**src/include/bst_pkg.sv**
```systemverilog
// Shared constants and types of the boundary-scan test access port.
package bst_pkg;
	typedef enum logic [3:0] {
		ST_TLR = 4'h0, ST_RTI = 4'h1, ST_SEL_DR = 4'h2, ST_CAP_DR = 4'h3,
		ST_SH_DR = 4'h4, ST_EX1_DR = 4'h5, ST_PA_DR = 4'h6, ST_EX2_DR = 4'h7,
		ST_UPD_DR = 4'h8, ST_SEL_IR = 4'h9, ST_CAP_IR = 4'ha, ST_SH_IR = 4'hb,
		ST_EX1_IR = 4'hc, ST_PA_IR = 4'hd, ST_EX2_IR = 4'he, ST_UPD_IR = 4'hf
	} bst_state_t;
	typedef enum logic [1:0] {
		DR_BND = 2'h0, DR_ID = 2'h1, DR_BYP = 2'h2, DR_BCR = 2'h3
	} bst_dr_t;
	localparam int IR_W = 8;
	localparam int BND_W = 44;
	localparam int BCR_W = 3;
	localparam int ID_W = 32;
	localparam int PIN_W = 36;
	localparam int CTL_W = 4;
	localparam int GRP_W = 9;
	localparam int GRP_N = 4;
	localparam int TDO_W = 2;
	localparam int TDO_DEPTH = 2;
	localparam logic [IR_W-1:0] IR_RESET = 8'h81;
	localparam logic [IR_W-1:0] IR_CAPTURE = 8'h81;
	localparam logic [BCR_W-1:0] BCR_RESET = 3'h2;
	localparam logic [BCR_W-1:0] BCR_LFSR = 3'h1;
	localparam logic [BCR_W-1:0] BCR_PSA = 3'h2;
	localparam logic [BCR_W-1:0] BCR_COUNT = 3'h3;
	localparam logic [IR_W-1:0] OP_EXTEST = 8'h00;
	localparam logic [IR_W-1:0] OP_ID_READ = 8'h81;
	localparam logic [IR_W-1:0] OP_SAMPLE = 8'h82;
	localparam logic [IR_W-1:0] OP_HIGHZ = 8'h06;
	localparam logic [IR_W-1:0] OP_CLAMP = 8'h87;
	localparam logic [IR_W-1:0] OP_RUN_TEST = 8'h09;
	localparam logic [IR_W-1:0] OP_READ_NORM = 8'h0a;
	localparam logic [IR_W-1:0] OP_READ_TEST = 8'h8b;
	localparam logic [IR_W-1:0] OP_CELL_TEST = 8'h0c;
	localparam logic [IR_W-1:0] OP_TOGGLE = 8'h8d;
	localparam logic [IR_W-1:0] OP_BCR_SCAN = 8'h8e;
	// Cells 43..40 hold the four port drive enables; 39..36 the control pins.
	localparam int CELL_EN_LO = 40;
	localparam int CELL_CTL_LO = 36;
	// Drive-enable cell for pin groups at bits 0, 9, 18, 27 (1B, 2B, 1A, 2A).
	localparam int GRP_EN_CELL [GRP_N] = '{42, 43, 40, 41};
	localparam int LFSR_TAP = 10;
	localparam logic [2:0] TLR_TMS_EDGES = 3'h5;
endpackage : bst_pkg

```
**src/include/bst_stream_if.sv**
```systemverilog
// Valid/ready stream between the scan core and its output buffer.
interface bst_stream_if #(parameter int W = 2);
	logic in_valid;
	logic in_ready;
	logic [W-1:0] in_data;
	logic out_valid;
	logic out_ready;
	logic [W-1:0] out_data;
	modport core (output in_valid, output in_data, input in_ready,
		input out_valid, input out_data, output out_ready);
	modport store (input in_valid, input in_data, output in_ready,
		output out_valid, output out_data, input out_ready);
endinterface : bst_stream_if

```
**src/bst_tap.sv**
```systemverilog
// Boundary-scan test access port: state machine, instruction and data registers.
module bst_tap #(
	parameter logic [bst_pkg::ID_W-1:0] ID_CODE = 32'h0000_1001
) (
	input wire logic sys_clk,
	input wire logic reset,
	input wire logic tck,
	input wire logic tms,
	input wire logic tdi,
	output logic tdo,
	output logic tdo_oe,
	input wire logic grp1_output_enable_n,
	input wire logic grp2_output_enable_n,
	input wire logic grp1_flow_select,
	input wire logic grp2_flow_select,
	input wire logic [bst_pkg::PIN_W-1:0] pin_in,
	output logic [bst_pkg::PIN_W-1:0] pin_out,
	output logic [bst_pkg::PIN_W-1:0] pin_oe,
	output logic test_mode,
	output logic tdo_path_ready
);
	import bst_pkg::*;

	// ----------------------------------------------------------------
	// Input synchronisers and test clock edges
	// ----------------------------------------------------------------
	logic tck_s;
	logic tms_s;
	logic tdi_s;
	logic tck_d_q;
	logic rise;
	logic fall;
	logic [PIN_W-1:0] pin_s;
	logic [CTL_W-1:0] ctl_s;

	bst_sync #(.W(3)) u_sync_tap (
		.sys_clk(sys_clk),
		.reset(reset),
		.d({tck, tms, tdi}),
		.q({tck_s, tms_s, tdi_s})
	);

	bst_sync #(.W(PIN_W + CTL_W)) u_sync_pins (
		.sys_clk(sys_clk),
		.reset(reset),
		.d({grp2_flow_select, grp1_flow_select, grp2_output_enable_n, grp1_output_enable_n, pin_in}),
		.q({ctl_s, pin_s})
	);

	always_ff @(posedge sys_clk) begin
		if (reset) begin
			tck_d_q <= 1'b0;
		end else begin
			tck_d_q <= tck_s;
		end
	end

	assign rise = tck_s & ~tck_d_q;
	assign fall = ~tck_s & tck_d_q;

	// ----------------------------------------------------------------
	// Controller state machine
	// ----------------------------------------------------------------
	bst_state_t st_q;
	bst_state_t st_d;

	always_comb begin
		case (st_q)
			ST_TLR: st_d = tms_s ? ST_TLR : ST_RTI;
			ST_RTI: st_d = tms_s ? ST_SEL_DR : ST_RTI;
			ST_SEL_DR: st_d = tms_s ? ST_SEL_IR : ST_CAP_DR;
			ST_CAP_DR: st_d = tms_s ? ST_EX1_DR : ST_SH_DR;
			ST_SH_DR: st_d = tms_s ? ST_EX1_DR : ST_SH_DR;
			ST_EX1_DR: st_d = tms_s ? ST_UPD_DR : ST_PA_DR;
			ST_PA_DR: st_d = tms_s ? ST_EX2_DR : ST_PA_DR;
			ST_EX2_DR: st_d = tms_s ? ST_UPD_DR : ST_SH_DR;
			ST_UPD_DR: st_d = tms_s ? ST_SEL_DR : ST_RTI;
			ST_SEL_IR: st_d = tms_s ? ST_TLR : ST_CAP_IR;
			ST_CAP_IR: st_d = tms_s ? ST_EX1_IR : ST_SH_IR;
			ST_SH_IR: st_d = tms_s ? ST_EX1_IR : ST_SH_IR;
			ST_EX1_IR: st_d = tms_s ? ST_UPD_IR : ST_PA_IR;
			ST_PA_IR: st_d = tms_s ? ST_EX2_IR : ST_PA_IR;
			ST_EX2_IR: st_d = tms_s ? ST_UPD_IR : ST_SH_IR;
			ST_UPD_IR: st_d = tms_s ? ST_SEL_DR : ST_RTI;
			default: st_d = ST_TLR;
		endcase
	end

	always_ff @(posedge sys_clk) begin
		if (reset) begin
			st_q <= ST_TLR;
		end else if (rise) begin
			st_q <= st_d;
		end
	end

	// ----------------------------------------------------------------
	// Instruction decode
	// ----------------------------------------------------------------
	logic [IR_W-1:0] ir_sh_q;
	logic [IR_W-1:0] ir_q;
	bst_dr_t dr_sel;
	logic test_md;
	logic hiz;
	logic bnd_upd;
	logic cap_int;
	logic run_op;
	logic tgl_op;

	always_comb begin
		dr_sel = DR_BYP;
		test_md = 1'b0;
		hiz = 1'b0;
		bnd_upd = 1'b0;
		cap_int = 1'b0;
		run_op = 1'b0;
		tgl_op = 1'b0;
		if (~^ir_q) begin
			case (ir_q)
				OP_EXTEST: begin
					dr_sel = DR_BND;
					test_md = 1'b1;
					bnd_upd = 1'b1;
				end
				OP_ID_READ: dr_sel = DR_ID;
				OP_SAMPLE: begin
					dr_sel = DR_BND;
					bnd_upd = 1'b1;
				end
				OP_HIGHZ: begin
					test_md = 1'b1;
					hiz = 1'b1;
				end
				OP_CLAMP: test_md = 1'b1;
				OP_RUN_TEST: begin
					test_md = 1'b1;
					run_op = 1'b1;
				end
				OP_READ_NORM: begin
					dr_sel = DR_BND;
					cap_int = 1'b1;
				end
				OP_READ_TEST: begin
					dr_sel = DR_BND;
					test_md = 1'b1;
					cap_int = 1'b1;
				end
				OP_CELL_TEST: begin
					dr_sel = DR_BND;
					cap_int = 1'b1;
					bnd_upd = 1'b1;
				end
				OP_TOGGLE: begin
					test_md = 1'b1;
					tgl_op = 1'b1;
				end
				OP_BCR_SCAN: dr_sel = DR_BCR;
				default: dr_sel = DR_BYP;
			endcase
		end
	end

	// ----------------------------------------------------------------
	// Instruction register: shift stage and shadow latches
	// ----------------------------------------------------------------
	always_ff @(posedge sys_clk) begin
		if (reset) begin
			ir_sh_q <= IR_RESET;
		end else if (rise) begin
			if (st_q == ST_CAP_IR) begin
				ir_sh_q <= IR_CAPTURE;
			end else if (st_q == ST_SH_IR) begin
				ir_sh_q <= {tdi_s, ir_sh_q[IR_W-1:1]};
			end
		end
	end

	always_ff @(posedge sys_clk) begin
		if (reset || st_q == ST_TLR) begin
			ir_q <= IR_RESET;
		end else if (fall && st_q == ST_UPD_IR) begin
			ir_q <= ir_sh_q;
		end
	end

	// ----------------------------------------------------------------
	// Data register shift stages
	// ----------------------------------------------------------------
	logic [BND_W-1:0] bnd_sh_q;
	logic [BND_W-1:0] bnd_q;
	logic [BND_W-1:0] bnd_cap;
	logic [ID_W-1:0] id_sh_q;
	logic [BCR_W-1:0] bcr_sh_q;
	logic [BCR_W-1:0] bcr_q;
	logic byp_q;
	logic a1_en;
	logic a2_en;
	logic b1_en;
	logic b2_en;

	// A port drives when direction is low, B port when it is high.
	assign a1_en = ~ctl_s[0] & ~ctl_s[2];
	assign a2_en = ~ctl_s[1] & ~ctl_s[3];
	assign b1_en = ~ctl_s[0] & ctl_s[2];
	assign b2_en = ~ctl_s[1] & ctl_s[3];
	assign bnd_cap = cap_int ? bnd_q : {b2_en, b1_en, a2_en, a1_en, ctl_s, pin_s};

	always_ff @(posedge sys_clk) begin
		if (reset) begin
			bnd_sh_q <= '0;
			id_sh_q <= '0;
			bcr_sh_q <= BCR_RESET;
			byp_q <= 1'b0;
		end else if (rise && st_q == ST_CAP_DR) begin
			byp_q <= 1'b0;
			id_sh_q <= ID_CODE;
			if (dr_sel == DR_BND) begin
				bnd_sh_q <= bnd_cap;
			end
		end else if (rise && st_q == ST_SH_DR) begin
			case (dr_sel)
				DR_BND: bnd_sh_q <= {tdi_s, bnd_sh_q[BND_W-1:1]};
				DR_ID: id_sh_q <= {tdi_s, id_sh_q[ID_W-1:1]};
				DR_BCR: bcr_sh_q <= {tdi_s, bcr_sh_q[BCR_W-1:1]};
				default: byp_q <= tdi_s;
			endcase
		end
	end

	// ----------------------------------------------------------------
	// Shadow latches and run-test operations
	// ----------------------------------------------------------------
	always_ff @(posedge sys_clk) begin
		if (reset || st_q == ST_TLR) begin
			bcr_q <= BCR_RESET;
		end else if (fall && st_q == ST_UPD_DR && dr_sel == DR_BCR) begin
			bcr_q <= bcr_sh_q;
		end
	end

	// Only the enable cells get a reset; the rest start as don't-care.
	always_ff @(posedge sys_clk) begin
		if (reset || st_q == ST_TLR) begin
			bnd_q[BND_W-1:CELL_EN_LO] <= '0;
		end else if (fall && st_q == ST_UPD_DR && dr_sel == DR_BND && bnd_upd) begin
			bnd_q <= bnd_sh_q;
		end else if (rise && st_q == ST_RTI && st_d == ST_RTI) begin
			if (tgl_op) begin
				bnd_q[PIN_W-1:0] <= ~bnd_q[PIN_W-1:0];
			end else if (run_op) begin
				case (bcr_q)
					BCR_LFSR: bnd_q[PIN_W-1:0] <= {bnd_q[PIN_W-2:0], bnd_q[PIN_W-1] ^ bnd_q[LFSR_TAP]};
					BCR_PSA: bnd_q[PIN_W-1:0] <= {bnd_q[PIN_W-2:0], bnd_q[PIN_W-1] ^ bnd_q[LFSR_TAP]} ^ pin_s;
					BCR_COUNT: bnd_q[PIN_W-1:0] <= bnd_q[PIN_W-1:0] + 36'h1;
					default: bnd_q[PIN_W-1:0] <= bnd_q[PIN_W-1:0];
				endcase
			end
		end
	end

	// ----------------------------------------------------------------
	// Test data out path
	// ----------------------------------------------------------------
	// The bit is queued one cycle after the rising edge, once the shift has
	// landed, and leaves the buffer on the next falling edge.
	bst_stream_if #(.W(TDO_W)) sx ();
	logic push_q;
	logic in_shift;
	logic lsb;
	logic tdo_q;
	logic tdo_oe_q;
	logic ready_q;

	bst_fifo #(.W(TDO_W), .DEPTH(TDO_DEPTH)) u_tdo_buf (
		.sys_clk(sys_clk),
		.reset(reset),
		.s(sx)
	);

	always_comb begin
		in_shift = (st_q == ST_SH_IR) || (st_q == ST_SH_DR);
		if (st_q == ST_SH_IR) begin
			lsb = ir_sh_q[0];
		end else begin
			case (dr_sel)
				DR_BND: lsb = bnd_sh_q[0];
				DR_ID: lsb = id_sh_q[0];
				DR_BCR: lsb = bcr_sh_q[0];
				default: lsb = byp_q;
			endcase
		end
	end

	assign sx.in_valid = push_q;
	assign sx.in_data = {in_shift, lsb};
	assign sx.out_ready = fall;

	always_ff @(posedge sys_clk) begin
		if (reset) begin
			push_q <= 1'b0;
			ready_q <= 1'b0;
		end else begin
			push_q <= rise;
			ready_q <= sx.in_ready;
		end
	end

	always_ff @(posedge sys_clk) begin
		if (reset) begin
			tdo_q <= 1'b0;
			tdo_oe_q <= 1'b0;
		end else if (fall && sx.out_valid) begin
			{tdo_oe_q, tdo_q} <= sx.out_data;
		end
	end

	// ----------------------------------------------------------------
	// Pin drive in test mode
	// ----------------------------------------------------------------
	logic test_q;
	logic [PIN_W-1:0] pout_q;
	logic [PIN_W-1:0] poe_q;

	always_ff @(posedge sys_clk) begin
		if (reset) begin
			test_q <= 1'b0;
			pout_q <= '0;
		end else begin
			test_q <= test_md;
			pout_q <= bnd_q[PIN_W-1:0];
		end
	end

	for (genvar g = 0; g < GRP_N; g++) begin : g_grp
		always_ff @(posedge sys_clk) begin
			if (reset) begin
				poe_q[g*GRP_W +: GRP_W] <= '0;
			end else begin
				poe_q[g*GRP_W +: GRP_W] <= {GRP_W{test_md & ~hiz & bnd_q[GRP_EN_CELL[g]]}};
			end
		end
	end

	assign tdo = tdo_q;
	assign tdo_oe = tdo_oe_q;
	assign pin_out = pout_q;
	assign pin_oe = poe_q;
	assign test_mode = test_q;
	assign tdo_path_ready = ready_q;

	logic [2:0] tms_cnt_q;

	always_ff @(posedge sys_clk) begin
		if (reset) begin
			tms_cnt_q <= '0;
		end else if (rise) begin
			tms_cnt_q <= !tms_s ? 3'h0 : (tms_cnt_q == TLR_TMS_EDGES) ? tms_cnt_q : tms_cnt_q + 3'h1;
		end
	end
endmodule : bst_tap

```
**src/bst_sync.sv**
```systemverilog
// Two-flop synchroniser for inputs from outside the system clock domain.
module bst_sync #(
	parameter int W = 1
) (
	input wire logic sys_clk,
	input wire logic reset,
	input wire logic [W-1:0] d,
	output logic [W-1:0] q
);
	logic [W-1:0] meta_q;
	logic [W-1:0] sync_q;

	always_ff @(posedge sys_clk) begin
		if (reset) begin
			meta_q <= '0;
			sync_q <= '0;
		end else begin
			meta_q <= d;
			sync_q <= meta_q;
		end
	end

	assign q = sync_q;
endmodule : bst_sync

```
**src/bst_fifo.sv**
```systemverilog
// Small valid/ready buffer; depth and width shape the storage.
module bst_fifo #(
	parameter int W = 2,
	parameter int DEPTH = 2
) (
	input wire logic sys_clk,
	input wire logic reset,
	bst_stream_if.store s
);
	localparam int AW = (DEPTH > 1) ? $clog2(DEPTH) : 1;
	localparam logic [AW:0] FULL = (AW + 1)'(DEPTH);
	localparam logic [AW-1:0] LAST = AW'(DEPTH - 1);

	logic [W-1:0] mem [DEPTH];
	logic [AW-1:0] wp_q;
	logic [AW-1:0] rp_q;
	logic [AW:0] cnt_q;
	logic push;
	logic pop;

	assign s.in_ready = (cnt_q != FULL);
	assign s.out_valid = (cnt_q != '0);
	assign s.out_data = mem[rp_q];
	assign push = s.in_valid & s.in_ready;
	assign pop = s.out_valid & s.out_ready;

	always_ff @(posedge sys_clk) begin
		if (push) begin
			mem[wp_q] <= s.in_data;
		end
	end

	always_ff @(posedge sys_clk) begin
		if (reset) begin
			wp_q <= '0;
			rp_q <= '0;
			cnt_q <= '0;
		end else begin
			if (push) begin
				wp_q <= (wp_q == LAST) ? '0 : wp_q + 1'b1;
			end
			if (pop) begin
				rp_q <= (rp_q == LAST) ? '0 : rp_q + 1'b1;
			end
			cnt_q <= cnt_q + (AW + 1)'(push) - (AW + 1)'(pop);
		end
	end
endmodule : bst_fifo

```
**config.mk**
```make
export PLATFORM = sky130hd
export DESIGN_NAME = bst_tap
export DESIGN_NICKNAME = d
export VERILOG_FILES = /design/src/include/bst_pkg.sv /design/src/include/bst_stream_if.sv /design/src/bst_tap.sv /design/src/bst_sync.sv /design/src/bst_fifo.sv
export SDC_FILE = /design/constraint.sdc
export NUM_CORES = 1
export LEC_CHECK = 0
export BUFFER_PORTS_ARGS = -buffer_cell sky130_fd_sc_hd__buf_2
export CAP_MARGIN = 10
export CORE_ASPECT_RATIO = 1.4
export CORE_UTILIZATION = 29
export CTS_BUF_LIST = sky130_fd_sc_hd__clkbuf_8
export DETAILED_ROUTE_END_ITERATION = 8
export PLACE_DENSITY_LB_ADDON = 0.1
export RECOVER_POWER = 25
export SLEW_MARGIN = 20
export SYNTH_ARGS = -nofsm -noshare
export SYNTH_HDL_FRONTEND = slang
export SYNTH_SLANG_ARGS = --single-unit
```
**constraint.sdc**
```tcl
create_clock -name sys_clk -period 9.09 [get_ports sys_clk]
set_clock_uncertainty 0.05 [all_clocks]
set_input_delay 1.818 -clock sys_clk [delete_from_list [all_inputs] [get_ports sys_clk]]
set_output_delay 1.818 -clock sys_clk [all_outputs]
set_load 0.05 [all_outputs]
```
======== Word level (Yosys, flattened, before mapping) ========
Memories as Yosys holds them, arrays and structs flattened. A register that Yosys moved wholly into a read port is not among the register bits.
Cells that the tools add are included.
storage, ports and cells
  register bits ........................... 281
  bits in latches ......................... 0
  bits in writable memories ............... 4
  ROM bits ................................ 0
  output and inout port bits .............. 76
  logic and storage cells ................. 180
  memories ................................ 1
memories
  name           depth  bits a word  rd ports  clocked after Yosys merged registers in  wr ports  line            text
  u_tdo_buf.mem  2      2            1         1                                        1         bst_fifo.sv:14  logic [W-1:0] mem [DEPTH];
operators by class
  add/sub/neg operators ................... 5
  $mul .................................... 0
  divide/modulo/power cells ............... 0
  order comparisons ....................... 0
  equality and inequality tests ........... 32
  shifts and indexed selects .............. 0
  multiplexer cells ....................... 48
  bitwise gates (word level) .............. 26
  reduce and logical (&&, ||, !) cells .... 40
operators by type and width
  cell                                                                    count
  44-bit two-way mux                                                      5
  36-bit two-way mux                                                      4
  36-bit one-hot mux with 3 select lines                                  1
  8-bit equality test (second input constant)                             6
  4-bit one-hot mux with 12 select lines                                  1
  13-bit two-way mux                                                      3
  36-bit by 1-bit adder with 36-bit output (second input constant)        1
  36-bit inverter                                                         1
  36-bit bitwise XOR                                                      1
  4-bit equality test (second input constant)                             8
  8-bit by 4-bit equality test with 1-bit output (second input constant)  3
  1-bit two-way mux                                                       20
  4-bit by 3-bit equality test with 1-bit output (second input constant)  4
  4-bit two-way mux                                                       4
  8-bit two-way mux                                                       2
  1-bit AND                                                               13
  2-bit AND reduction                                                     6
  3-bit OR reduction                                                      4
  1-bit logical AND                                                       10
  1-bit inverter                                                          10
  2-bit nonzero test                                                      5
  4-bit by 1-bit equality test with 1-bit output (second input constant)  2
  4-bit by 2-bit equality test with 1-bit output (second input constant)  2
  8-bit by 3-bit equality test with 1-bit output (second input constant)  1
  other kinds (25)                                                        34

======== Logic depth before layout (Yosys ltp) ========
Gate-level depths: netlist of the first run.
  word-level depth ........................ 9
  mapped depth ............................ 11
  mapped depth without buffers ............ 8

======== Hierarchy ========
A second synthesis of the first run with hierarchy kept.
unflattened totals
  cell total of the unflattened synthesis .. 1511
  area, all modules ....................... 13589.3 um^2
modules (own cells, without submodules)
  module                   instances  cells each  area each (um^2)  sequential area each (um^2)
  bst_tap                  1          1301        10909.2           4264.1
  bst_sync at u_sync_pins  1          168         2142.1            1601.5
  bst_fifo                 1          30          380.4             220.2
  bst_sync at u_sync_tap   1          12          157.7             120.1

======== Least setup slack after synthesis of the first run ========
Ideal clock, no wire load.
  kind .................................... input -> register
  start point ............................. input port reset
  end point ............................... register bnd_q[0] (enable)
  setup time .............................. 0.442 ns
  arrival ................................. 4.182 ns
  path slack .............................. 4.415 ns
  cell stages on the path ................. 5
  buffers on the path ..................... 2
  cells stage by stage .................... clkbuf_1 -> clkbuf_1 -> nor2_1 -> nand4_1 -> o22ai_1
between the ends
  longest elaborated chain between the ends .. 3
ends and longest elaborated chain
  item                                  line            text
  start, declared                       bst_tap.sv:6    input wire logic reset,
  1-bit logical OR                      bst_tap.sv:243  if (reset || st_q == ST_TLR) begin
  1-bit inverter (no source line)       --
  4-bit AND reduction (no source line)  --
  end signal, assigned                  bst_tap.sv:246  bnd_q <= bnd_sh_q;
  end signal, assigned by index         bst_tap.sv:249  bnd_q[PIN_W-1:0] <= ~bnd_q[PIN_W-1:0];
  end signal, assigned by index         bst_tap.sv:252  BCR_LFSR: bnd_q[PIN_W-1:0] <= {bnd_q[PIN_W-2:0], bnd_q[PIN_W-1] ^ bnd_q[LFSR_TAP]};
  end, declared                         bst_tap.sv:190  logic [BND_W-1:0] bnd_q;
Every way passes these cells.
A chain may end at the register's enable or synchronous reset.

==> results of run 1 <==
-- metrics by stage --
| stage | std cells | worst slack (ps) | utilization | total power, mW |
|---|---|---|---|---|
| floorplan | 1461 | 4415 | - | 1.412 |
| global placement | 2048 | 5187 | 0.3104 | 1.444 |
| detailed placement | 2048 | 5136 | 0.3105 | 1.444 |
| CTS | 2139 | 5713 | 0.3334 | 2.710 |
| global route | 2140 | 3066 | 0.3334 | 2.764 |
| finish | 2140 | 3660 | 0.3334 | 2.649 |
-- worst max-delay path, stage by stage --
cell      delay (ps)
clkbuf_1        2610
nor2_4           640
buf_4            500
a22o_1           270
-- metal layers --
| metal | up-vias | part of all wire | track usage |
|---|---|---|---|
| met5 | - | 0 | 0 |
| met4 | 0 | 0.029 | 0.06218 |
| met3 | 64 | 0.033 | 0.02199 |
| met2 | 197 | 0.54 | 0.3057 |
| met1 | 5014 | 0.40 | 0.1759 |
| li1 | 5132 | - | - |
-- synth_stat cells, types with 6 or more instances --
cell / number / share of area
nor3_1: 23 / 0.0087
and4_1: 7 / 0.0046
buf_1: 7 / 0.0020
o211ai_1: 10 / 0.0057
nor3b_1: 7 / 0.0040
nand2b_1: 13 / 0.0062
nand4_1: 18 / 0.0085
xor2_1: 13 / 0.0086
nor2_1: 163 / 0.046
mux2i_1: 99 / 0.075
o22ai_1: 10 / 0.0047
o21ai_0: 51 / 0.019
and3_1: 14 / 0.0066
a31oi_1: 7 / 0.0033
and2_1: 9 / 0.0043
a211oi_1: 15 / 0.0085
clkbuf_1: 89 / 0.025
xnor2_1: 6 / 0.0040
nor2b_1: 136 / 0.064
dfxtp_1: 243 / 0.37
a22o_1: 50 / 0.033
ha_1: 15 / 0.014
mux2_2: 6 / 0.0051
edfxtp_1: 44 / 0.10
buf_2: 25 / 0.0095
buf_4: 32 / 0.018
a22oi_1: 6 / 0.0034
inv_1: 18 / 0.0051
nand3b_1: 8 / 0.0045
a21oi_1: 125 / 0.047
nand2_1: 85 / 0.024
nand3_1: 38 / 0.014
-- power breakdown --
group,switching (mW),leakage [nW],internal (mW)
registers,0.0134,2.39,1.31
clock network,0.556,0.586,0.679
logic,0.0547,3.26,0.0363
-- state kept, by name, summed over array words and instances, names as in the netlist, 4 cells and up --
| signal | flops |
|---|---|
| u_tdo_buf.mem | 4 |
| id_sh_q | 32 |
| ir_q | 8 |
| u_sync_pins.q | 40 |
| st_q | 4 |
| bnd_sh_q | 44 |
| bnd_q | 44 |
| ir_sh_q | 8 |
| pin_out | 36 |
| pin_oe | 4 |
| u_sync_pins.meta_q | 40 |
-- cell type report --
type	count	area [um2]	share of cell area
antenna	1	2.502	0.0001668
timing repair buffer	131	681.9	0.04545
sequential	287	6186	0.4123
inverter	18	67.56	0.004503
clock buffer	56	770.7	0.05137
tap	611	764.5	0.05095
clock inverter	35	256.5	0.01709
multi-input combinational	1001	6275	0.4182
-- cells by family after synthesis --
family                     after synthesis  synth area share
and+or+nand+nor                        542            0.2079
AOI/OAI and AO/OA                      320            0.1550
DFF                                    287            0.4684
buffers and inverters                  173           0.06177
muxes                                  105           0.08015
xor gates and xnor gates                19           0.01260
adders and majority gates               15           0.01421
-- worst max path at each step --
stage / startpoint / end / cells past startpoint
2_1_floorplan: reset / bnd_q[0] / 5
3_3_place_gp: reset / bnd_sh_q[25] / 4
3_5_place_dp: reset / bnd_sh_q[37] / 4
4_1_cts: st_q[0] / bnd_sh_q[37] / 7
5_1_grt: reset / bnd_sh_q[24] / 4
6_report: reset / bnd_sh_q[40] / 4
==> flow_summary.html, run 1 <==
<table>
<tr><th>Metric</th><th>Value</th></tr>
<tr><th colspan="2">Outcome</th></tr>
<tr><td>Result of the run</td><td>complete, but fails checks</td></tr>
<tr><td>Violated checks</td><td>max-capacitance violations, max-slew violations</td></tr>
<tr><th colspan="2">Timing</th></tr>
<tr><td>Slew at the pin closest to its max-slew limit</td><td>3767 ps</td></tr>
<tr><td>Worst slew margin</td><td>-1.511</td></tr>
<tr><td>Final critical-path required period</td><td>5430 ps</td></tr>
<tr><td>Final Hold Viols</td><td>0</td></tr>
<tr><td>WHS</td><td>381.4 ps</td></tr>
<tr><td>Portion of the clock cycle consumed by the worst path in the final layout</td><td>0.5973</td></tr>
<tr><td>Total Neg Setup Slack</td><td>0 ps</td></tr>
<tr><td>Maximum clock frequency</td><td>about 180 MHz</td></tr>
<tr><td>Setup repair after global routing missed its margin</td><td>false</td></tr>
<tr><td>Number of failing setup endpoints in the final timing report</td><td>0</td></tr>
<tr><td>Max-slew violation count</td><td>85</td></tr>
<tr><th colspan="2">Worst hold path</th></tr>
<tr><td>Origin of the worst min-delay path</td><td>u_sync_pins.meta_q[6]</td></tr>
<tr><td>End point of the worst hold path</td><td>u_sync_pins.q[6]</td></tr>
<tr><td>Cells on Worst Hold Path</td><td>1</td></tr>
<tr><td>Hold crit path type</td><td>flop to flop</td></tr>
<tr><th colspan="2">CTS</th></tr>
<tr><td>Sink count of the clock tree</td><td>287</td></tr>
<tr><td>Clock buffers created by TritonCTS</td><td>50</td></tr>
<tr><td>Clock latency reported for the late side of the worst-skew pair</td><td>610 ps</td></tr>
<tr><td>Buffer depth of the longest clock path</td><td>3</td></tr>
<tr><td>Hold bufs inserted after CTS</td><td>0</td></tr>
<tr><td>Clock slew seen by the registers of the worst setup and hold paths</td><td>60 ps</td></tr>
<tr><td>CTS tree</td><td>yes</td></tr>
<tr><td>CTS Root Cell</td><td>clkbuf_8</td></tr>
<tr><td>Buffers inserted during post-CTS setup optimization</td><td>0</td></tr>
<tr><td>Max H-tree Level</td><td>2</td></tr>
<tr><td>Resized cells post-CTS</td><td>0</td></tr>
<tr><th colspan="2">Critical path</th></tr>
<tr><td>Critical path peak fanout</td><td>84</td></tr>
<tr><td>FF-to-FF Start</td><td>ir_q[1]</td></tr>
<tr><td>Required time of the critical path</td><td>9530 ps</td></tr>
<tr><td>Kind of start point of the critical path</td><td>input port</td></tr>
<tr><td>Reg-to-reg critical path endpoint</td><td>id_sh_q[4]</td></tr>
<tr><td>Type of the setup path with the least slack</td><td>input port to flop</td></tr>
<tr><td>Kind of capture point of the worst setup path</td><td>flop</td></tr>
<tr><td>Worst endpoint data arrival time</td><td>5870 ps</td></tr>
<tr><td>Internal reg-to-reg setup slack</td><td>5820 ps</td></tr>
<tr><td>R2r worst-path depth</td><td>8</td></tr>
<tr><th colspan="2">Yosys</th></tr>
<tr><td>Fraction of registers with async set/reset</td><td>0</td></tr>
<tr><td>Cell area after synthesis</td><td>13210 um2</td></tr>
<tr><td>Post-synthesis net count</td><td>between 1.5k and 2k</td></tr>
<tr><td>Instance count of the mapped netlist</td><td>1461</td></tr>
<tr><td>Number of unique standard cell types used by synthesis</td><td>64</td></tr>
<tr><td>Yosys warning total</td><td>0</td></tr>
<tr><td>Leading register cell type out of synthesis</td><td>dfxtp_1</td></tr>
<tr><td>EDFF count, synth</td><td>44</td></tr>
<tr><td>Mean cell area of the mapped netlist</td><td>9.039 um2</td></tr>
<tr><td>Number of synthesized register bits</td><td>~290</td></tr>
<tr><td>Seq/Total Area, Yosys</td><td>0.4684</td></tr>
<tr><th colspan="2">Detailed routing</th></tr>
<tr><td>Via count of the routed design</td><td>about 10k</td></tr>
<tr><td>Detailed Route Iter0 Violations</td><td>approximately 630</td></tr>
<tr><td>Routed wirelength normalized by instance count</td><td>17.16 um</td></tr>
<tr><td>DRC errors left</td><td>0</td></tr>
<tr><td>First-pass detailed-route iteration total</td><td>5</td></tr>
<tr><td>Post-detailed-route via-to-cell ratio</td><td>around 5</td></tr>
<tr><td>DRT antenna net count</td><td>0</td></tr>
<tr><td>Routed WL</td><td>between 30000 and 40000 um</td></tr>
<tr><th colspan="2">Cells and area</th></tr>
<tr><td>Most common cell after layout, fill and taps aside</td><td>dfxtp_1</td></tr>
<tr><td>Fill cell total of the finished layout</td><td>between 4k and 5k</td></tr>
<tr><td>Final #Nets</td><td>roughly 1.5k</td></tr>
<tr><td>Final design area excluding fillers</td><td>around 15000 um2</td></tr>
<tr><td>Commonest cells after routing, fill and taps aside</td><td>dfxtp_1 (243), nor2_1 (160), nor2b_1 (134), a21oi_1 (125), buf_2 (119)</td></tr>
<tr><td>Growth of design area from synthesis to finish</td><td>13.61%</td></tr>
<tr><td>Share of cells above drive strength 1</td><td>0.1473</td></tr>
<tr><th colspan="2">GRT</th></tr>
<tr><td>Global-route wire length before repair</td><td>between 50000 and 60000 um</td></tr>
<tr><td>GRT Util Overall</td><td>0.1595</td></tr>
<tr><td>Initial antenna violation count</td><td>1</td></tr>
<tr><td>Largest net degree at the start of global routing</td><td>between 90 and 100</td></tr>
<tr><td>Overflow after GRT</td><td>0</td></tr>
<tr><td>Via count of the first global-routing pass</td><td>10.39k</td></tr>
<tr><th colspan="2">Floorplan</th></tr>
<tr><td>Die Span X</td><td>roughly 180 um</td></tr>
<tr><td>Area enclosed by the die boundary</td><td>46410 um2</td></tr>
<tr><td>DIE HEIGHT</td><td>around 250 um</td></tr>
<tr><td>Effective utilization at floorplan</td><td>0.2934</td></tr>
<tr><td>Site row count</td><td>92</td></tr>
<tr><td>Total core area</td><td>45010 um2</td></tr>
<tr><td>Top-level I/O count</td><td>about 120</td></tr>
<tr><th colspan="2">Placed design</th></tr>
<tr><td>Number of input and output port buffers inserted</td><td>120</td></tr>
<tr><td>Placement Cell Area</td><td>roughly 14000 um2</td></tr>
<tr><td>HPWL reported at the end of detailed placement</td><td>23540 um</td></tr>
<tr><td>Weighted congestion reported at the end of routability-driven placement</td><td>0.7648</td></tr>
<tr><th colspan="2">Pwr</th></tr>
<tr><td>Maximum vdd ir drop</td><td>roughly 0.00011 V</td></tr>
<tr><td>Standby leakage power</td><td>6.235 nW</td></tr>
<tr><td>Cell area power density</td><td>176.6 nW/um2</td></tr>
<tr><th colspan="2">Run</th></tr>
<tr><td>Max-cap viol count</td><td>1</td></tr>
</table>
(Power assumes the default switching activity.)
==> run 2: changes to the inputs <==
==> constraint.sdc (replaced) <==
create_clock -name sys_clk -period 4.5 [get_ports sys_clk]
set_clock_uncertainty 0.05 [all_clocks]
set_input_delay 0.9 -clock sys_clk [delete_from_list [all_inputs] [get_ports sys_clk]]
set_output_delay 0.9 -clock sys_clk [all_outputs]
set_load 0.05 [all_outputs]
==> flow_summary.html, run 2 (synthesized netlist as in run 1, its figures left out) <==
<table>
<tr><th>Metric</th><th>Value</th></tr>
<tr><th colspan="2">CTS</th></tr>
<tr><td>Clock latency reported for the late side of the worst-skew pair</td><td>630 ps</td></tr>
<tr><td>Resized cells post-CTS</td><td>0</td></tr>
<tr><td>Max H-tree Level</td><td>2</td></tr>
<tr><td>Hold bufs inserted after CTS</td><td>0</td></tr>
<tr><td>CTS Root Cell</td><td>clkbuf_8</td></tr>
<tr><td>Buffers inserted during post-CTS setup optimization</td><td>0</td></tr>
<tr><td>Buffer depth of the longest clock path</td><td>3</td></tr>
<tr><td>CTS tree</td><td>yes</td></tr>
<tr><td>Clock buffers created by TritonCTS</td><td>51</td></tr>
<tr><td>Sink count of the clock tree</td><td>287</td></tr>
<tr><td>Clock slew seen by the registers of the worst setup and hold paths</td><td>around 70 ps</td></tr>
<tr><th colspan="2">GRT</th></tr>
<tr><td>Global-route wire length before repair</td><td>58000 um</td></tr>
<tr><td>Via count of the first global-routing pass</td><td>10.32k</td></tr>
<tr><td>Largest net degree at the start of global routing</td><td>roughly 70</td></tr>
<tr><td>Initial antenna violation count</td><td>1</td></tr>
<tr><td>Overflow after GRT</td><td>0</td></tr>
<tr><td>GRT Util Overall</td><td>0.1590</td></tr>
<tr><th colspan="2">Detailed routing</th></tr>
<tr><td>First-pass detailed-route iteration total</td><td>6</td></tr>
<tr><td>DRT antenna net count</td><td>0</td></tr>
<tr><td>Via count of the routed design</td><td>10.47k</td></tr>
<tr><td>DRC errors left</td><td>0</td></tr>
<tr><td>Post-detailed-route via-to-cell ratio</td><td>between 4 and 5</td></tr>
<tr><td>Detailed Route Iter0 Violations</td><td>537</td></tr>
<tr><td>Routed WL</td><td>36750 um</td></tr>
<tr><td>Routed wirelength normalized by instance count</td><td>between 15 and 20 um</td></tr>
<tr><th colspan="2">Timing</th></tr>
<tr><td>Final Hold Viols</td><td>0</td></tr>
<tr><td>Portion of the clock cycle consumed by the worst path in the final layout</td><td>0.7045</td></tr>
<tr><td>Worst slew margin</td><td>-0.09155</td></tr>
<tr><td>Slew at the pin closest to its max-slew limit</td><td>1637 ps</td></tr>
<tr><td>Number of failing setup endpoints in the final timing report</td><td>0</td></tr>
<tr><td>WHS</td><td>383.7 ps</td></tr>
<tr><td>Maximum clock frequency</td><td>roughly 320 MHz</td></tr>
<tr><td>Total Neg Setup Slack</td><td>0 ps</td></tr>
<tr><td>Final critical-path required period</td><td>3170 ps</td></tr>
<tr><td>Max-slew violation count</td><td>33</td></tr>
<tr><td>Setup repair after global routing missed its margin</td><td>false</td></tr>
<tr><th colspan="2">Cells and area</th></tr>
<tr><td>Final #Nets</td><td>1561</td></tr>
<tr><td>Final design utilization</td><td>0.3377</td></tr>
<tr><td>Fill cell total of the finished layout</td><td>between 4k and 5k</td></tr>
<tr><td>Commonest cells after routing, fill and taps aside</td><td>dfxtp_1 (243), nor2_1 (160), nor2b_1 (134), a21oi_1 (125), buf_2 (119)</td></tr>
<tr><td>Largest registers ranked by flip-flop count</td><td>bnd_q (44), bnd_sh_q (44)</td></tr>
<tr><td>Share of cells above drive strength 1</td><td>0.1595</td></tr>
<tr><td>Growth of design area from synthesis to finish</td><td>15.10%</td></tr>
<tr><td>Most common cell after layout, fill and taps aside</td><td>dfxtp_1</td></tr>
<tr><th colspan="2">Critical path</th></tr>
<tr><td>Critical path peak fanout</td><td>24</td></tr>
<tr><td>Kind of start point of the critical path</td><td>flop</td></tr>
<tr><td>Required time of the critical path</td><td>4810 ps</td></tr>
<tr><td>Worst endpoint data arrival time</td><td>3480 ps</td></tr>
<tr><td>Kind of capture point of the worst setup path</td><td>flop</td></tr>
<tr><td>Type of the setup path with the least slack</td><td>flop to flop</td></tr>
<tr><th colspan="2">Pwr</th></tr>
<tr><td>Cell area power density</td><td>366.3 nW/um2</td></tr>
<tr><td>Standby leakage power</td><td>6.350 nW</td></tr>
<tr><td>Maximum vdd ir drop</td><td>0.0001902 V</td></tr>
<tr><th colspan="2">Run</th></tr>
<tr><td>Max-cap viol count</td><td>1</td></tr>
<tr><th colspan="2">Floorplan</th></tr>
<tr><td>Die Span X</td><td>182.4 um</td></tr>
<tr><td>DIE HEIGHT</td><td>254.5 um</td></tr>
<tr><td>Site row count</td><td>roughly 90</td></tr>
<tr><td>Top-level I/O count</td><td>approximately 120</td></tr>
<tr><td>Area enclosed by the die boundary</td><td>46410 um2</td></tr>
<tr><td>Total core area</td><td>45010 um2</td></tr>
<tr><td>Effective utilization at floorplan</td><td>0.2934</td></tr>
<tr><th colspan="2">Placed design</th></tr>
<tr><td>Number of input and output port buffers inserted</td><td>120</td></tr>
<tr><td>HPWL reported at the end of detailed placement</td><td>~24000 um</td></tr>
<tr><td>Weighted congestion reported at the end of routability-driven placement</td><td>0.7706</td></tr>
<tr><th colspan="2">Worst hold path</th></tr>
<tr><td>Hold crit path type</td><td>flop to flop</td></tr>
<tr><th colspan="2">Outcome</th></tr>
<tr><td>Violated checks</td><td>max-capacitance violations, max-slew violations</td></tr>
<tr><td>Result of the run</td><td>complete, but fails checks</td></tr>
</table>
-- run 2: worst max-delay path, cell delays in order, from the launching register on --
cell	delay (ps)
dfxtp_1	360
inv_1	100
ha_1	310
xnor2_1	260
xnor2_1	240
or3_1	480
nor2_2	410
buf_4	390
a21oi_1	70
a22o_1	210
-- run 2: final cells by class --
type / count / area, um2 / share of cell area
repair buffers: 142 / 759.5 / 0.04996
inverters: 18 / 67.56 / 0.004445
well taps: 611 / 764.5 / 0.05029
clock inverters: 28 / 252.7 / 0.01663
flip-flops and latches: 287 / 6186 / 0.4069
clock buffers: 66 / 908.4 / 0.05976
multi-input cells: 1001 / 6260 / 0.4118
diodes: 1 / 2.502 / 0.0001646
-- run 2: through the flow --
stage / cells / area [um2] / total power [mW] / setup WS [ps]
2_1_floorplan: 1461 / 13210 / 2.852 / 743.4
5_1_grt: 2154 / 15200 / 5.811 / 1053
6_report: 2154 / 15200 / 5.569 / 1330
3_5_place_dp: 2059 / 14050 / 2.918 / 1173
4_1_cts: 2153 / 15210 / 5.697 / 1123
3_3_place_gp: 2059 / 14050 / 2.918 / 1299
-- run 2: where the power goes --
part	total (mW)	internal [mW]	switching, mW
sequential	2.67	2.65	0.0253
combinational	0.184	0.0723	0.112
clock	2.71	1.56	1.16
-- run 2: worst paths after layout --
check | from | to | slack (ps) | cells past startpoint
max | ir_q[0] | bnd_q[30] | 1330 | 9
min | u_sync_pins.meta_q[31] | u_sync_pins.q[31] | 380 | 1
max reg2reg | ir_q[0] | bnd_q[30] | 1330 | 9
min reg2reg | u_sync_pins.meta_q[31] | u_sync_pins.q[31] | 380 | 1
-- run 2: per-layer routing --
layer | vias to the layer above | track usage | share of wire | routed length (um)
li1 | 5148 | - | - | -
met1 | 5034 | 0.1767 | 0.41 | 14890
met2 | 223 | 0.2979 | 0.52 | 19200
met4 | 0 | 0.06483 | 0.031 | 1132
met5 | - | 0 | 0 | 0
met3 | 68 | 0.02685 | 0.042 | 1532
==> run 3: changes to the inputs <==
--- a/config.mk
+++ b/config.mk
@@ -5,6 +5,7 @@
 export SDC_FILE = /design/constraint.sdc
 export NUM_CORES = 1
 export LEC_CHECK = 0
+export ABC_AREA = 1
 export BUFFER_PORTS_ARGS = -buffer_cell sky130_fd_sc_hd__buf_2
 export CAP_MARGIN = 10
 export CORE_ASPECT_RATIO = 1.4
==> constraint.sdc (replaced) <==
create_clock -name sys_clk -period 2.6 [get_ports sys_clk]
set_clock_uncertainty 0.05 [all_clocks]
set_input_delay 0.52 -clock sys_clk [delete_from_list [all_inputs] [get_ports sys_clk]]
set_output_delay 0.52 -clock sys_clk [all_outputs]
set_load 0.05 [all_outputs]
==> flow_summary.html, run 3 <==
<table>
<tr><th>Metric</th><th>Value</th></tr>
<tr><th colspan="2">Outcome</th></tr>
<tr><td>Result of the run</td><td>complete, but fails checks</td></tr>
<tr><td>Violated checks</td><td>max-capacitance violations, max-slew violations</td></tr>
<tr><th colspan="2">Yosys</th></tr>
<tr><td>Cell area after synthesis</td><td>13850 um2</td></tr>
<tr><td>Fraction of registers with async set/reset</td><td>0</td></tr>
<tr><td>Fraction of synthesized cell area taken by the top area cell type</td><td>0.3512</td></tr>
<tr><td>Yosys warning total</td><td>0</td></tr>
<tr><td>Mean cell area of the mapped netlist</td><td>6.820 um2</td></tr>
<tr><td>Leading register cell type out of synthesis</td><td>dfxtp_1</td></tr>
<tr><td>Number of unique standard cell types used by synthesis</td><td>34</td></tr>
<tr><td>Instance count of the mapped netlist</td><td>2031</td></tr>
<tr><td>Number of synthesized register bits</td><td>287</td></tr>
<tr><td>Seq/Total Area, Yosys</td><td>0.4466</td></tr>
<tr><td>Cell types occupying the most area after synthesis</td><td>dfxtp_1 (35%), nand2_1 (12%), nor2_1 (10%), edfxtp_1 (9.5%), nand3_1 (7.3%)</td></tr>
<tr><td>Cell type with the largest total area after synthesis</td><td>dfxtp_1</td></tr>
<tr><td>Top post-synthesis cells by count</td><td>nand2_1 (457), nor2_1 (377), inv_1 (262)</td></tr>
<tr><td>Post-synthesis net count</td><td>2091</td></tr>
<tr><td>EDFF count, synth</td><td>44</td></tr>
<tr><td>Library cell with the highest instance count after synthesis</td><td>nand2_1</td></tr>
<tr><th colspan="2">Timing</th></tr>
<tr><td>Max-slew violation count</td><td>81</td></tr>
<tr><td>Number of failing setup endpoints in the final timing report</td><td>0</td></tr>
<tr><td>Portion of the clock cycle consumed by the worst path in the final layout</td><td>0.9141</td></tr>
<tr><td>Setup repair after global routing missed its margin</td><td>false</td></tr>
<tr><td>Worst slew margin</td><td>-0.2476</td></tr>
<tr><td>Slew at the pin closest to its max-slew limit</td><td>1871 ps</td></tr>
<tr><td>Maximum clock frequency</td><td>420.7 MHz</td></tr>
<tr><td>Final critical-path required period</td><td>2377 ps</td></tr>
<tr><td>Final Hold Viols</td><td>0</td></tr>
<tr><td>Total Neg Setup Slack</td><td>0 ps</td></tr>
<tr><th colspan="2">GRT</th></tr>
<tr><td>Largest net degree at the start of global routing</td><td>just under 60</td></tr>
<tr><td>Overflow after GRT</td><td>0</td></tr>
<tr><td>GRT Util Overall</td><td>0.1743</td></tr>
<tr><td>Initial antenna violation count</td><td>1</td></tr>
<tr><td>Global-route wire length before repair</td><td>67390 um</td></tr>
<tr><td>Via count of the first global-routing pass</td><td>12.42k</td></tr>
<tr><th colspan="2">CTS</th></tr>
<tr><td>CTS Root Cell</td><td>clkbuf_8</td></tr>
<tr><td>Buffers inserted during post-CTS setup optimization</td><td>0</td></tr>
<tr><td>Max H-tree Level</td><td>2</td></tr>
<tr><td>Sink count of the clock tree</td><td>287</td></tr>
<tr><td>Buffer depth of the longest clock path</td><td>3</td></tr>
<tr><td>Clock buffers created by TritonCTS</td><td>50</td></tr>
<tr><td>Clock slew seen by the registers of the worst setup and hold paths</td><td>approximately 60 ps</td></tr>
<tr><td>Clock latency reported for the late side of the worst-skew pair</td><td>640 ps</td></tr>
<tr><td>CTS tree</td><td>yes</td></tr>
<tr><th colspan="2">Critical path</th></tr>
<tr><td>Kind of start point of the critical path</td><td>flop</td></tr>
<tr><td>Kind of capture point of the worst setup path</td><td>flop</td></tr>
<tr><td>Critical path peak fanout</td><td>12</td></tr>
<tr><td>Internal reg-to-reg setup slack</td><td>220 ps</td></tr>
<tr><td>Buf/Inv on CP</td><td>3</td></tr>
<tr><td>Stage delay of the slowest cell on the critical path</td><td>330 ps</td></tr>
<tr><td>Required time of the critical path</td><td>2860 ps</td></tr>
<tr><td>Type of the setup path with the least slack</td><td>flop to flop</td></tr>
<tr><td>Cell type group with the largest total delay on the critical path</td><td>simple AND/OR/NAND/NOR gates</td></tr>
<tr><td>Worst endpoint data arrival time</td><td>2640 ps</td></tr>
<tr><td>Crit-path cells</td><td>inv_1, ha_1, inv_1, nor3_4, nor2_2, nand3_2, nand3_1, nor2_2, nand2_1, nand2_4, buf_4</td></tr>
<tr><td>Worst-path cell with the longest stage delay</td><td>dfxtp_1</td></tr>
<tr><th colspan="2">Floorplan</th></tr>
<tr><td>Total core area</td><td>47050 um2</td></tr>
<tr><td>Top-level I/O count</td><td>around 120</td></tr>
<tr><td>DIE HEIGHT</td><td>260.6 um</td></tr>
<tr><td>Die Span X</td><td>186.7 um</td></tr>
<tr><td>Site row count</td><td>94</td></tr>
<tr><td>Area enclosed by the die boundary</td><td>48650 um2</td></tr>
<tr><td>Effective utilization at floorplan</td><td>0.2944</td></tr>
<tr><th colspan="2">Cells and area</th></tr>
<tr><td>Cell Count, Final, Fillers Out</td><td>about 2.8k</td></tr>
<tr><td>Final #Nets</td><td>2216</td></tr>
<tr><td>Growth of design area from synthesis to finish</td><td>19.04%</td></tr>
<tr><td>Largest registers ranked by flip-flop count</td><td>bnd_q (44), bnd_sh_q (44)</td></tr>
<tr><td>Share of cells above drive strength 1</td><td>0.1288</td></tr>
<tr><td>Most common cell after layout, fill and taps aside</td><td>nand2_1</td></tr>
<tr><td>Commonest cells after routing, fill and taps aside</td><td>nand2_1 (455), nor2_1 (377), inv_1 (273), dfxtp_1 (242), nand3_1 (203)</td></tr>
<tr><td>Final design area excluding fillers</td><td>16490 um2</td></tr>
<tr><td>Fill cell total of the finished layout</td><td>5183</td></tr>
<tr><th colspan="2">Pwr</th></tr>
<tr><td>Cell area power density</td><td>about 580 nW/um2</td></tr>
<tr><td>Standby leakage power</td><td>7.817 nW</td></tr>
<tr><td>Maximum vdd ir drop</td><td>between 0.0003 and 0.0004 V</td></tr>
<tr><th colspan="2">Placed design</th></tr>
<tr><td>Number of input and output port buffers inserted</td><td>120</td></tr>
<tr><td>Weighted congestion reported at the end of routability-driven placement</td><td>approximately 0.85</td></tr>
<tr><td>Cells after DPL</td><td>between 2k and 3k</td></tr>
<tr><td>HPWL reported at the end of detailed placement</td><td>between 20000 and 30000 um</td></tr>
<tr><td>Placement Cell Area</td><td>15200 um2</td></tr>
<tr><th colspan="2">Detailed routing</th></tr>
<tr><td>Routed WL</td><td>42300 um</td></tr>
<tr><td>DRC errors left</td><td>0</td></tr>
<tr><td>Routed wirelength normalized by instance count</td><td>14.99 um</td></tr>
<tr><td>Detailed Route Iter0 Violations</td><td>717</td></tr>
<tr><td>First-pass detailed-route iteration total</td><td>7</td></tr>
<tr><td>DRT antenna net count</td><td>0</td></tr>
<tr><td>Post-detailed-route via-to-cell ratio</td><td>4.504</td></tr>
<tr><td>Via count of the routed design</td><td>12.71k</td></tr>
<tr><th colspan="2">Run</th></tr>
<tr><td>Max-cap viol count</td><td>2</td></tr>
<tr><th colspan="2">Worst hold path</th></tr>
<tr><td>Hold crit path type</td><td>input port to flop</td></tr>
</table>
[run 3: final cells by class]
cell class                      count  area, um2  area share
Clock buffer                       68      935.9     0.05676
Inverter                          270       1013     0.06147
Timing Repair Buffer              197       1378     0.08355
Multi-Input combinational cell   1350       6020      0.3651
Clock inverter                     25      171.4     0.01040
Tap cell                          624      780.7     0.04735
Antenna cell                        1      2.502   0.0001518
Sequential cell                   287       6187      0.3752
[run 3: what timing repair did]
item,CTS,global route
hold buffers,19,0
gates resized for setup,0,1
endpoints found under the setup margin,0,11
endpoints found under the hold margin,19,0
[run 3: path summary, 6_finish.rpt]
path | from | endpoint | cells past startpoint
setup reg to reg | ir_q[0] | bnd_q[33] | 11
setup / recovery | ir_q[0] | bnd_q[33] | 11
hold reg to reg | u_sync_pins.meta_q[7] | u_sync_pins.q[7] | 2
hold / removal | pin_in[23] | u_sync_pins.meta_q[23] | 3
[run 3: worst min-delay path: cells and delay by family]
| family | cells | cell delay (ps) |
|---|---|---|
| buffers and inverters | 2 | 110 |
| and+or+nand+nor | 1 | 60 |
[run 3: report_power, final]
part,internal (mW),switching [mW]
clock network,2.54,2.00
registers,4.59,0.0451
logic,0.143,0.264
total,7.27,2.31
[run 3: stage by stage]
| step | utilization | total power [mW] | hold slack, ps | worst slack (ps) |
|---|---|---|---|---|
| floorplan | - | 4.989 | 338.3 | 136.4 |
| global placement | 0.3231 | 5.125 | 342.7 | 169.2 |
| detailed placement | 0.3231 | 5.124 | 342.0 | 209.5 |
| CTS | 0.3507 | 9.755 | 1.255 | 192.6 |
| global route | 0.3505 | 9.993 | 11.29 | 28.64 |
| finish | 0.3505 | 9.578 | 54.85 | 223.3 |
[run 3: routing by layer]
metal  part of all wire  vias up  track usage
met3              0.035       75      0.02784
li1                   -     6583            -
met2               0.52      206       0.3275
met4              0.027        0      0.06307
met5                  0        -            0
met1               0.42     5845       0.1972
[run 3: cells by family after synthesis]
group / Yosys count / share of synthesized area
AOI/OAI and AO/OA: 240 / 0.08997
and+or+nand+nor: 1074 / 0.3171
DFF: 287 / 0.4466
xor gates and xnor gates: 21 / 0.01328
buffers and inverters: 394 / 0.1195
adders and majority gates: 15 / 0.01355
